File: src/rtl/lcfg_map.svh
// command identifiers, field positions, reset values and link timing of the config link
`ifndef LCFG_MAP_SVH
`define LCFG_MAP_SVH

// write command identifiers
`define LCFG_ID_WR_CFG0        16'hAA00
`define LCFG_ID_WR_OPEN_LOC    16'hAA0E
`define LCFG_ID_WR_SHORT_LOC   16'hAA0F
`define LCFG_ID_WR_CHIP_INDEX  16'hAA10
`define LCFG_ID_GS_WRITE       16'hAA30
`define LCFG_ID_SOFT_RESET     16'hAA80
`define LCFG_ID_POWER_SAVE     16'hAA90
`define LCFG_ID_STANDBY_EXIT   16'hAAB0
`define LCFG_ID_STANDBY_ENTRY  16'hAAB1
`define LCFG_ID_VSYNC          16'hAAF0

// read command identifiers
`define LCFG_ID_RD_CFG0        16'hAA60
`define LCFG_ID_RD_OPEN_LOC    16'hAA6E
`define LCFG_ID_RD_SHORT_LOC   16'hAA6F
`define LCFG_ID_RD_CHIP_INDEX  16'hAA70
`define LCFG_ID_RD_OPEN_LINES  16'hAAA1
`define LCFG_ID_RD_SHORT_LINES 16'hAAA3
`define LCFG_ID_RD_OPEN_CHANS  16'hAAA4
`define LCFG_ID_RD_SHORT_CHANS 16'hAAA5

// first common configuration register: reset value and writable bits; locate and chip index reset values
`define LCFG_CFG0_RESET        48'h2000_E000_0107
`define LCFG_CFG0_WMASK        48'h9FF1_F1DF_F11F
`define LCFG_LOC_RESET         5'h00
`define LCFG_CHIP_INDEX_RESET  5'h00

// field positions inside the first common configuration register, plus the locate and chip index field
`define LCFG_F_DEVICE_COUNT    4:0
`define LCFG_F_PREDISCHARGE    8
`define LCFG_F_POWER_SAVE      12
`define LCFG_F_PS_PLUS_LEVEL   14:13
`define LCFG_F_OPEN_REMOVAL    15
`define LCFG_F_SCAN_LINES      20:16
`define LCFG_F_SUBPERIODS      24:22
`define LCFG_F_MULT_RANGE      28
`define LCFG_F_MULT_FACTOR     32:29
`define LCFG_F_RED_DELAY       38:36
`define LCFG_F_GREEN_DELAY     41:39
`define LCFG_F_BLUE_DELAY      44:42
`define LCFG_F_SHORT_REMOVAL   47
`define LCFG_F_LOC             4:0

// frame layout: 16 identifier bits then 48 data bits, most significant first
`define LCFG_BIT_LAST_ID       7'h0F
`define LCFG_BIT_LAST          7'h3F
`define LCFG_BIT_DONE          7'h40
`define LCFG_BIT_ZERO          7'h00
`define LCFG_BIT_ONE           7'h01

// serial clock made by the host: half period in system clocks (6 x 4 ns)
`define LCFG_SCLK_HALF_LAST    3'h5
`define LCFG_DIV_ZERO          3'h0
`define LCFG_DIV_ONE           3'h1

`endif

File: src/rtl/lcfg_pkg.sv
// shared types and command decoding for the config link
`include "lcfg_map.svh"
package lcfg_pkg;
	typedef logic [15:0] lcfg_cmd_id_t;
	typedef logic [47:0] lcfg_word_t;
	typedef logic [63:0] lcfg_frame_t;
	typedef logic [6:0]  lcfg_bit_cnt_t;

	typedef enum logic [1:0] {
		LCFG_HOST_IDLE,
		LCFG_HOST_ARMED,
		LCFG_HOST_SHIFT
	} lcfg_host_state_t;

	// true for every identifier that asks the device to return a word
	function automatic logic lcfg_is_read_id(input lcfg_cmd_id_t id);
		case (id)
			`LCFG_ID_RD_CFG0, `LCFG_ID_RD_OPEN_LOC, `LCFG_ID_RD_SHORT_LOC,
			`LCFG_ID_RD_CHIP_INDEX, `LCFG_ID_RD_OPEN_LINES, `LCFG_ID_RD_SHORT_LINES,
			`LCFG_ID_RD_OPEN_CHANS, `LCFG_ID_RD_SHORT_CHANS: lcfg_is_read_id = 1'b1;
			default: lcfg_is_read_id = 1'b0;
		endcase
	endfunction : lcfg_is_read_id
endpackage : lcfg_pkg

File: src/rtl/lcfg_link_if.sv
// three-wire serial link plus frame marker between host and device
interface lcfg_link_if;
	logic sclk;   // serial clock, made by the host
	logic sin;    // host to device data
	logic frame;  // high while a 64-bit frame is shifted
	logic sout;   // device to host data

	modport device (input sclk, input sin, input frame, output sout);
	modport host   (output sclk, output sin, output frame, input sout);
endinterface : lcfg_link_if

File: src/rtl/lcfg_device.sv
// device end: serial command decoder and configuration register bank
//
// Overview of operation
// - open-line locate: write AA0E, read AA6E
// - short-line locate: write AA0F, read AA6F
// - line warnings read at AAA1, AAA3
// - channel warnings read at AAA4, AAA5 only
// - AA90 triggers matrix power saving, no readback
// - AAB0 leaves standby
// - AAB1 enters standby
// - AA80 resets registers, grayscale memory untouched
// - AA30 writes grayscale pixel data
// - bits 4-0 device count minus one
// - bit 8 pre-discharge enable, resets one
// - bit 12 power saving enable
// - bits 14-13 extra power saving level
// - bit 15 open-LED removal enable
// - bits 20-16 scan lines minus one
// - bits 24-22 sub-period count selector
// - bit 28 multiplier frequency range
// - bits 32-29 multiplier factor minus one
// - red green blue group delays, forward PWM
// - bit 47 short caterpillar removal enable
// - link data most significant bit first
`include "lcfg_map.svh"
module lcfg_device (
	input  wire logic               clk,                          // system clock
	input  wire logic               rst,                          // async reset, high
	lcfg_link_if.device             link,                         // serial link
	input  wire logic [31:0]        open_line_warnings,           // open fault per line
	input  wire logic [31:0]        short_line_warnings,          // short fault per line
	input  wire logic [47:0]        open_channel_warnings,        // open fault per channel
	input  wire logic [47:0]        short_channel_warnings,       // short fault per channel
	output lcfg_pkg::lcfg_word_t    common_config_zero,           // whole config word
	output logic [4:0]              device_count,                 // devices minus one
	output logic                    predischarge_enable,          // pre-discharge on
	output logic                    power_save_enable,            // power saving on
	output logic [1:0]              power_save_plus_level,        // extra saving level
	output logic                    open_led_removal_enable,      // open removal on
	output logic [4:0]              scan_line_count,              // scan lines minus one
	output logic [2:0]              subperiod_count,              // sub-periods/16 minus one
	output logic                    multiplier_range_select,      // 1 = low range
	output logic [3:0]              multiplier_factor,            // multiplier minus one
	output logic [2:0]              red_group_delay,              // red delay in clocks
	output logic [2:0]              green_group_delay,            // green delay in clocks
	output logic [2:0]              blue_group_delay,             // blue delay in clocks
	output logic                    short_caterpillar_removal_enable, // short removal on
	output logic [4:0]              open_line_locate,             // line under open test
	output logic [4:0]              short_line_locate,            // line under short test
	output logic [4:0]              chip_index,                   // chip index
	output logic                    standby,                      // standby level
	output logic                    power_save_pulse,             // one-cycle action
	output logic                    vsync_pulse,                  // one-cycle frame sync
	output logic                    soft_reset_pulse,             // one-cycle soft reset
	output logic                    gs_write_pulse,               // one-cycle pixel write
	output lcfg_pkg::lcfg_word_t    gs_write_data                 // pixel data word
);
	logic [2:0]                 sclk_sync;
	logic [1:0]                 sin_sync;
	logic [1:0]                 frame_sync;
	logic                       bit_rise;
	logic                       in_frame;
	lcfg_pkg::lcfg_bit_cnt_t    bit_cnt;
	lcfg_pkg::lcfg_frame_t      in_shift;
	lcfg_pkg::lcfg_frame_t      next_word;
	lcfg_pkg::lcfg_word_t       out_shift;
	lcfg_pkg::lcfg_cmd_id_t     frame_id;
	lcfg_pkg::lcfg_word_t       frame_data;
	logic                       exec;
	logic                       id_done;

	// word returned for a read identifier; unknown ids return zero
	function automatic lcfg_pkg::lcfg_word_t read_value(input lcfg_pkg::lcfg_cmd_id_t id);
		case (id)
			`LCFG_ID_RD_CFG0:        read_value = common_config_zero;
			`LCFG_ID_RD_OPEN_LOC:    read_value = {43'h000_0000_0000, open_line_locate};
			`LCFG_ID_RD_SHORT_LOC:   read_value = {43'h000_0000_0000, short_line_locate};
			`LCFG_ID_RD_CHIP_INDEX:  read_value = {43'h000_0000_0000, chip_index};
			`LCFG_ID_RD_OPEN_LINES:  read_value = {16'h0000, open_line_warnings};
			`LCFG_ID_RD_SHORT_LINES: read_value = {16'h0000, short_line_warnings};
			`LCFG_ID_RD_OPEN_CHANS:  read_value = open_channel_warnings;
			`LCFG_ID_RD_SHORT_CHANS: read_value = short_channel_warnings;
			default:                 read_value = 48'h0000_0000_0000;
		endcase
	endfunction : read_value

	// link pins cross into clk; only the second stage and later are looked at
	always_ff @(posedge clk or posedge rst) begin
		if (rst) begin
			sclk_sync  <= 3'h0;
			sin_sync   <= 2'h0;
			frame_sync <= 2'h0;
		end else begin
			sclk_sync  <= {sclk_sync[1:0], link.sclk};
			sin_sync   <= {sin_sync[0], link.sin};
			frame_sync <= {frame_sync[0], link.frame};
		end
	end

	// sin and frame share the sclk delay, so they line up with the edge
	assign bit_rise  = sclk_sync[1] & ~sclk_sync[2];
	assign in_frame  = frame_sync[1];
	assign next_word = {in_shift[62:0], sin_sync[1]};
	assign frame_id  = next_word[63:48];
	assign frame_data = next_word[47:0];
	assign exec      = bit_rise & in_frame & (bit_cnt == `LCFG_BIT_LAST);
	assign id_done   = bit_rise & in_frame & (bit_cnt == `LCFG_BIT_LAST_ID);

	// bit counter; bits past 64 in one frame are dropped, frame low restarts it
	always_ff @(posedge clk or posedge rst) begin
		if (rst) begin
			bit_cnt <= `LCFG_BIT_ZERO;
		end else if (bit_rise) begin
			if (!in_frame) begin
				bit_cnt <= `LCFG_BIT_ZERO;
			end else if (bit_cnt != `LCFG_BIT_DONE) begin
				bit_cnt <= bit_cnt + `LCFG_BIT_ONE;
			end
		end
	end

	// receive shifter, first bit lands at the top
	always_ff @(posedge clk or posedge rst) begin
		if (rst) begin
			in_shift <= 64'h0000_0000_0000_0000;
		end else if (bit_rise && in_frame && bit_cnt != `LCFG_BIT_DONE) begin
			in_shift <= next_word;
		end
	end

	// readback: loaded once the 16th id bit is in, then one bit per rising edge
	always_ff @(posedge clk or posedge rst) begin
		if (rst) begin
			out_shift <= 48'h0000_0000_0000;
		end else if (bit_rise) begin
			if (!in_frame) begin
				out_shift <= 48'h0000_0000_0000;
			end else if (id_done && lcfg_pkg::lcfg_is_read_id(next_word[15:0])) begin
				out_shift <= read_value(next_word[15:0]);
			end else begin
				out_shift <= {out_shift[46:0], 1'b0};
			end
		end
	end

	assign link.sout = out_shift[47];

	// first config word; reserved bits always hold their reset value
	always_ff @(posedge clk or posedge rst) begin
		if (rst) begin
			common_config_zero <= `LCFG_CFG0_RESET;
		end else if (exec && frame_id == `LCFG_ID_SOFT_RESET) begin
			common_config_zero <= `LCFG_CFG0_RESET;
		end else if (exec && frame_id == `LCFG_ID_WR_CFG0) begin
			common_config_zero <= (`LCFG_CFG0_RESET & ~`LCFG_CFG0_WMASK)
				| (frame_data & `LCFG_CFG0_WMASK);
		end
	end

	// locate registers pick the scan line for open and short tests
	always_ff @(posedge clk or posedge rst) begin
		if (rst) begin
			open_line_locate  <= `LCFG_LOC_RESET;
			short_line_locate <= `LCFG_LOC_RESET;
		end else if (exec && frame_id == `LCFG_ID_SOFT_RESET) begin
			open_line_locate  <= `LCFG_LOC_RESET;
			short_line_locate <= `LCFG_LOC_RESET;
		end else if (exec && frame_id == `LCFG_ID_WR_OPEN_LOC) begin
			open_line_locate  <= frame_data[`LCFG_F_LOC];
		end else if (exec && frame_id == `LCFG_ID_WR_SHORT_LOC) begin
			short_line_locate <= frame_data[`LCFG_F_LOC];
		end
	end

	// chip index register
	always_ff @(posedge clk or posedge rst) begin
		if (rst) begin
			chip_index <= `LCFG_CHIP_INDEX_RESET;
		end else if (exec && frame_id == `LCFG_ID_SOFT_RESET) begin
			chip_index <= `LCFG_CHIP_INDEX_RESET;
		end else if (exec && frame_id == `LCFG_ID_WR_CHIP_INDEX) begin
			chip_index <= frame_data[`LCFG_F_LOC];
		end
	end

	// standby level; soft reset also wakes the device
	always_ff @(posedge clk or posedge rst) begin
		if (rst) begin
			standby <= 1'b0;
		end else if (exec && frame_id == `LCFG_ID_STANDBY_ENTRY) begin
			standby <= 1'b1;
		end else if (exec && (frame_id == `LCFG_ID_STANDBY_EXIT
				|| frame_id == `LCFG_ID_SOFT_RESET)) begin
			standby <= 1'b0;
		end
	end

	// action pulses, one clock each; any unlisted id falls through untouched
	always_ff @(posedge clk or posedge rst) begin
		if (rst) begin
			power_save_pulse <= 1'b0;
			vsync_pulse      <= 1'b0;
			soft_reset_pulse <= 1'b0;
			gs_write_pulse   <= 1'b0;
		end else begin
			power_save_pulse <= exec && frame_id == `LCFG_ID_POWER_SAVE;
			vsync_pulse      <= exec && frame_id == `LCFG_ID_VSYNC;
			soft_reset_pulse <= exec && frame_id == `LCFG_ID_SOFT_RESET;
			gs_write_pulse   <= exec && frame_id == `LCFG_ID_GS_WRITE;
		end
	end

	// pixel word held until the next grayscale write; memory itself lives outside
	always_ff @(posedge clk or posedge rst) begin
		if (rst) begin
			gs_write_data <= 48'h0000_0000_0000;
		end else if (exec && frame_id == `LCFG_ID_GS_WRITE) begin
			gs_write_data <= frame_data;
		end
	end

	// field views of the config word, each straight off its flip-flops
	assign device_count             = common_config_zero[`LCFG_F_DEVICE_COUNT];
	assign predischarge_enable      = common_config_zero[`LCFG_F_PREDISCHARGE];
	assign power_save_enable        = common_config_zero[`LCFG_F_POWER_SAVE];
	assign power_save_plus_level    = common_config_zero[`LCFG_F_PS_PLUS_LEVEL];
	assign open_led_removal_enable  = common_config_zero[`LCFG_F_OPEN_REMOVAL];
	assign scan_line_count          = common_config_zero[`LCFG_F_SCAN_LINES];
	assign subperiod_count          = common_config_zero[`LCFG_F_SUBPERIODS];
	assign multiplier_range_select  = common_config_zero[`LCFG_F_MULT_RANGE];
	assign multiplier_factor        = common_config_zero[`LCFG_F_MULT_FACTOR];
	// delays only matter to forward PWM; the PWM engine must ignore them otherwise
	assign red_group_delay          = common_config_zero[`LCFG_F_RED_DELAY];
	assign green_group_delay        = common_config_zero[`LCFG_F_GREEN_DELAY];
	assign blue_group_delay         = common_config_zero[`LCFG_F_BLUE_DELAY];
	assign short_caterpillar_removal_enable = common_config_zero[`LCFG_F_SHORT_REMOVAL];
endmodule : lcfg_device

File: src/flat_wrapper.sv
// flat-port wrapper written by rule: the top's interface ports become plain ports
module lcfg_device_flat 
  (clk, rst, open_line_warnings, short_line_warnings, open_channel_warnings, short_channel_warnings, common_config_zero, device_count, predischarge_enable, power_save_enable, power_save_plus_level, open_led_removal_enable, scan_line_count, subperiod_count, multiplier_range_select, multiplier_factor, red_group_delay, green_group_delay, blue_group_delay, short_caterpillar_removal_enable, open_line_locate, short_line_locate, chip_index, standby, power_save_pulse, vsync_pulse, soft_reset_pulse, gs_write_pulse, gs_write_data, link_sclk, link_sin, link_frame, link_sout);
  lcfg_link_if link_i ();
  input  wire logic clk;
  input  wire logic rst;
  input  wire logic [31:0] open_line_warnings;
  input  wire logic [31:0] short_line_warnings;
  input  wire logic [47:0] open_channel_warnings;
  input  wire logic [47:0] short_channel_warnings;
  output lcfg_pkg::lcfg_word_t common_config_zero;
  output logic [4:0] device_count;
  output logic predischarge_enable;
  output logic power_save_enable;
  output logic [1:0] power_save_plus_level;
  output logic open_led_removal_enable;
  output logic [4:0] scan_line_count;
  output logic [2:0] subperiod_count;
  output logic multiplier_range_select;
  output logic [3:0] multiplier_factor;
  output logic [2:0] red_group_delay;
  output logic [2:0] green_group_delay;
  output logic [2:0] blue_group_delay;
  output logic short_caterpillar_removal_enable;
  output logic [4:0] open_line_locate;
  output logic [4:0] short_line_locate;
  output logic [4:0] chip_index;
  output logic standby;
  output logic power_save_pulse;
  output logic vsync_pulse;
  output logic soft_reset_pulse;
  output logic gs_write_pulse;
  output lcfg_pkg::lcfg_word_t gs_write_data;
  input wire logic [$bits(link_i.sclk)-1:0] link_sclk;
  input wire logic [$bits(link_i.sin)-1:0] link_sin;
  input wire logic [$bits(link_i.frame)-1:0] link_frame;
  output wire logic [$bits(link_i.sout)-1:0] link_sout;
  assign link_i.sclk = link_sclk;
  assign link_i.sin = link_sin;
  assign link_i.frame = link_frame;
  assign link_sout = link_i.sout;
  lcfg_device u_core (.clk(clk), .rst(rst), .link(link_i), .open_line_warnings(open_line_warnings), .short_line_warnings(short_line_warnings), .open_channel_warnings(open_channel_warnings), .short_channel_warnings(short_channel_warnings), .common_config_zero(common_config_zero), .device_count(device_count), .predischarge_enable(predischarge_enable), .power_save_enable(power_save_enable), .power_save_plus_level(power_save_plus_level), .open_led_removal_enable(open_led_removal_enable), .scan_line_count(scan_line_count), .subperiod_count(subperiod_count), .multiplier_range_select(multiplier_range_select), .multiplier_factor(multiplier_factor), .red_group_delay(red_group_delay), .green_group_delay(green_group_delay), .blue_group_delay(blue_group_delay), .short_caterpillar_removal_enable(short_caterpillar_removal_enable), .open_line_locate(open_line_locate), .short_line_locate(short_line_locate), .chip_index(chip_index), .standby(standby), .power_save_pulse(power_save_pulse), .vsync_pulse(vsync_pulse), .soft_reset_pulse(soft_reset_pulse), .gs_write_pulse(gs_write_pulse), .gs_write_data(gs_write_data));
endmodule
File: config.mk
export PLATFORM = sky130hd
export DESIGN_NAME = lcfg_device_flat
export DESIGN_NICKNAME = d
export VERILOG_FILES = /design/src/rtl/lcfg_pkg.sv /design/src/rtl/lcfg_link_if.sv /design/src/rtl/lcfg_device.sv /design/src/flat_wrapper.sv
export VERILOG_INCLUDE_DIRS = /design/src /design/src/rtl
export SDC_FILE = /design/constraint.sdc
export NUM_CORES = 1
export LEC_CHECK = 0
export ABC_AREA = 1
export BUFFER_PORTS_ARGS = -buffer_cell sky130_fd_sc_hd__clkbuf_2
export CAP_MARGIN = 5
export CORE_MARGIN = 4
export CORE_UTILIZATION = 40
export DETAILED_ROUTE_END_ITERATION = 10
export SYNTH_ARGS = -nofsm -noshare
export SYNTH_HDL_FRONTEND = slang
export SYNTH_SLANG_ARGS = --single-unit
File: constraint.sdc
create_clock -name clk -period 10.1 [get_ports clk]
set_input_delay 1.515 -clock clk [delete_from_list [all_inputs] [get_ports clk]]
set_output_delay 1.515 -clock clk [all_outputs]
set_load 0.005 [all_outputs]
==> metrics.md <==
| Metric | Value |
|---|---|
| Seq pwr share | `47.5%` |
| Clock Latency Late Sink | `0.52 ns` |
| Slew HR | `21.15%` |
| Period utilization | `36.30%` |
| Hold_buf cts | `0` |
| YS warnings | `0` |
| Sequential area share after synthesis | `49.17%` |
| Max Fclk | `272.8 MHz` |
| FF+latch count, synth | `226` |
| Initial antenna violation count | `0` |
| Hold Path Class | `reg2reg` |
| Diode count | `0` |
| Met2 global-route usage | `35.76%` |
| Nets | `1,918` |
| Die Footprint | `31,580 µm²` |
| Final setup fails | `0` |
| Num CTS Buffers | `25` |
| Mapped Area | `11,520 µm²` |
| Postcts setup bufs | `0` |
| CTS Sinks | `226` |
| Fill count | `2,872` |
| VDD IR max | `120.0 µV` |
| Area growth syn-to-layout | `19.13%` |
| RSZ-0062 raised after global routing | `false` |
| Final Util | `48.86%` |
| WS Path Type | `reg2reg` |
| Combinational power share | `5.4%` |
| Cells after Synth | `1,534` |
| Synth area leader | `dfrtp_1` |
| Post-Syn Area per Cell | `7.509 µm²` |
| Final hold vios | `0` |
| Via count | `10,520` |
| Port bufs | `299` |
| Count of unique library cells instantiated by Yosys | `33` |
| H-tree depth | `1` |
| CP Data Required Time | `10.54 ns` |
| DRT iter0 DRCs | `714` |
| Placer congestion estimate | `0.8457` |
| Vias per std cell | `4.899` |
| CTS Root Cell | `clkbuf_16` |
| Cts repair resizes | `0` |
| Vias in the first global route | `9,999` |
| Maxcap violations | `0` |
| Share of cells above drive strength 1 | `22.16%` |
| Clock Power Share | `47.1%` |
| Status | `finished clean` |
| Reg clk slew, reported paths | `0.06 ns` |
| Routed WL per cell | `16.43 µm` |
| Largest net degree at the start of global routing | `149` |
| Clock Skews | `0.02205 ns` |
| Total track usage | `21.47%` |
| Internal power | `1521 µW` |
| # DRC | `0` |
| Tightest Pin Transition | `1.183 ns` |
| Area fraction of the dominant cell type after synthesis | `47.58%` |
| Met3 GRT Util | `3.323%` |
| Final Max Slew Viols | `0` |
| Crit. End Element | `flip-flop` |
| Gr ovfl total | `0` |
| Routed Antenna Nets | `0` |
| Crit path launch type | `flip-flop` |
| Hpwl dp | `25.11 mm` |
| First-pass DRT Iterations | `5` |
| Top post-synthesis cells by area | `dfrtp_1, nand2_1, nand3_1` |
| Setup TNS | `0 ns` |
| FP Rows | `61` |
| Leakage | `0.007139 µW` |
| Crit path time final | `3.666 ns` |
| First-pass GRT wire length | `54.28 mm` |
| Final WL | `35.27 mm` |
| Die height | `177.7 µm` |
| Core area | `28,090 µm²` |
| Pwr Density | `144.1 nW/µm²` |
| Met1 Track Usage GR | `30.06%` |
| P_sw | `456.1 µW` |
| Worst-path fanout max | `52` |
| Top Ports | `315` |
| Sw Share | `23.07%` |
| Most crowded layer after global routing | `met2` |
| CTS tree | `done` |
| Starting Density | `41.01%` |
| Clock Tree Buf Depth | `3` |
| Data arrival time of the critical path | `4.11 ns` |
| Chip width | `177.7 µm` |
==> worst max-delay path, cell delays in order, from the launching register on <==
cell	delay, ns
dfrtp_1	0.37
nor2_2	0.41
nand2_1	0.23
inv_2	0.77
nand3_1	0.29
inv_1	0.44
nand2_2	0.63
nand2_1	0.23
nand3_1	0.10
nand2_1	0.09
==> through the flow <==
stage                     instances  hold slack, ns  setup WS (ns)  cell area [µm²]  total power [µW]
after floorplan                1547          0.3312          2.405            11570              1014
after global placement         2102          0.3353          6.519            12880              1060
after detailed placement       2102          0.3387          6.441            12880              1062
after CTS                      2147          0.3525          6.432            13720              1997
after global routing           2147          0.3540          6.034            13720              2054
final                          2147          0.3493          6.434            13720              1977
==> cell families after synthesis <==
group / count (synthesis) / synth area share [%]
simple gates: 813 / 29.85
fa+ha+maj: 2 / 0.2172
other cells: 2 / 0.06520
compound gates: 191 / 8.571
buf+inv: 298 / 11.97
flops: 226 / 49.17
xor+xnor: 2 / 0.1521
==> power groups by stage <==
stage | clock network [µW] | registers [µW] | logic (µW)
global placement | 0 | 955 | 105
finish | 931 | 939 | 106
CTS | 950 | 939 | 108
detailed placement | 0 | 955 | 107
global route | 989 | 942 | 123
floorplan | 0 | 950 | 63.8
==> per-layer routing <==
| layer | routed length [µm] | vias up |
|---|---|---|
| met4 | 471 | 0 |
| met3 | 2132 | 42 |
| met1 | 15870 | 4955 |
| met5 | 0 | - |
| met2 | 16790 | 280 |
| li1 | - | 5241 |
==> area by class of cell <==
class                   instances  area [µm²]  area share [%]
well taps                     378       473.0           3.447
inverters                     170       645.6           4.705
clock inverters                12       145.1           1.058
clock buffers                  33       695.7           5.070
flip-flops and latches        226        5664           41.28
repair buffers                305        1541           11.23
multi-input cells            1023        4557           33.21
==> layout by cell type, fill, tap and decap left out, types with 8 or more instances in the layout <==
master,n
nand2_1,488
clkbuf_2,299
dfrtp_1,219
nand3_1,202
inv_1,154
o21ai_0,100
nor2_1,78
o21ai_1,63
clkbuf_16,25
o22ai_1,16
conb_1,15
inv_2,14
nand4_1,13
nor3_1,8
nor2_2,8
a21oi_1,8
==> worst paths after layout <==
path / startpoint / endpoint / slack [ns] / cells past startpoint
worst max-delay path: u_core.sclk_sync[2]$_DFF_PP0_ / u_core.out_shift[3]$_DFFE_PP0P_ / 6.43 / 9
worst min-delay path: u_core.sclk_sync[0]$_DFF_PP0_ / u_core.sclk_sync[1]$_DFF_PP0_ / 0.35 / 0
worst max register to register: u_core.sclk_sync[2]$_DFF_PP0_ / u_core.out_shift[3]$_DFFE_PP0P_ / 6.43 / 9
worst min register to register: u_core.sclk_sync[0]$_DFF_PP0_ / u_core.sclk_sync[1]$_DFF_PP0_ / 0.35 / 0
max in group asynchronous: rst / u_core.frame_sync[1]$_DFF_PP0_ / 7.20 / 3
min in group asynchronous: rst / u_core.in_shift[57]$_DFFE_PP0P_ / 1.25 / 2
==> synthesized netlist by cell type <==
master    instances
nor3_1            8
a21oi_2           1
buf_1             8
a31o_2            1
buf_2            37
inv_2            14
a31oi_1           1
o21ai_1          63
o21bai_1          1
nand2_4           1
a21oi_1           8
clkbuf_1         30
nor2_2            9
inv_1           155
dfstp_2           7
nor2_1           78
clkinv_1          1
nand4_1          13
o21ai_0         100
xnor2_1           1
nor4_1            2
nor3_4            1
buf_6             4
conb_1            2
nand3_1         203
xor2_1            1
o22ai_1          16
nand2_1         489
dfrtp_1         219
buf_4            49
nor2_4            4
ha_1              2
nand2_2           5
==> state kept, by name (all words and copies together) (netlist names) <==
name / count
u_core.gs_write_data: 48
u_core.vsync_pulse: 1
u_core.sclk_sync: 3
u_core.open_line_locate: 5
u_core.power_save_pulse: 1
u_core.common_config_zero: 33
u_core.in_shift: 63
u_core.frame_sync: 2
u_core.short_line_locate: 5
u_core.soft_reset_pulse: 1
u_core.bit_cnt: 7
u_core.chip_index: 5
u_core.standby: 1
u_core.gs_write_pulse: 1
u_core.out_shift: 48
u_core.sin_sync: 2
Power figures use the tool's default switching activity.
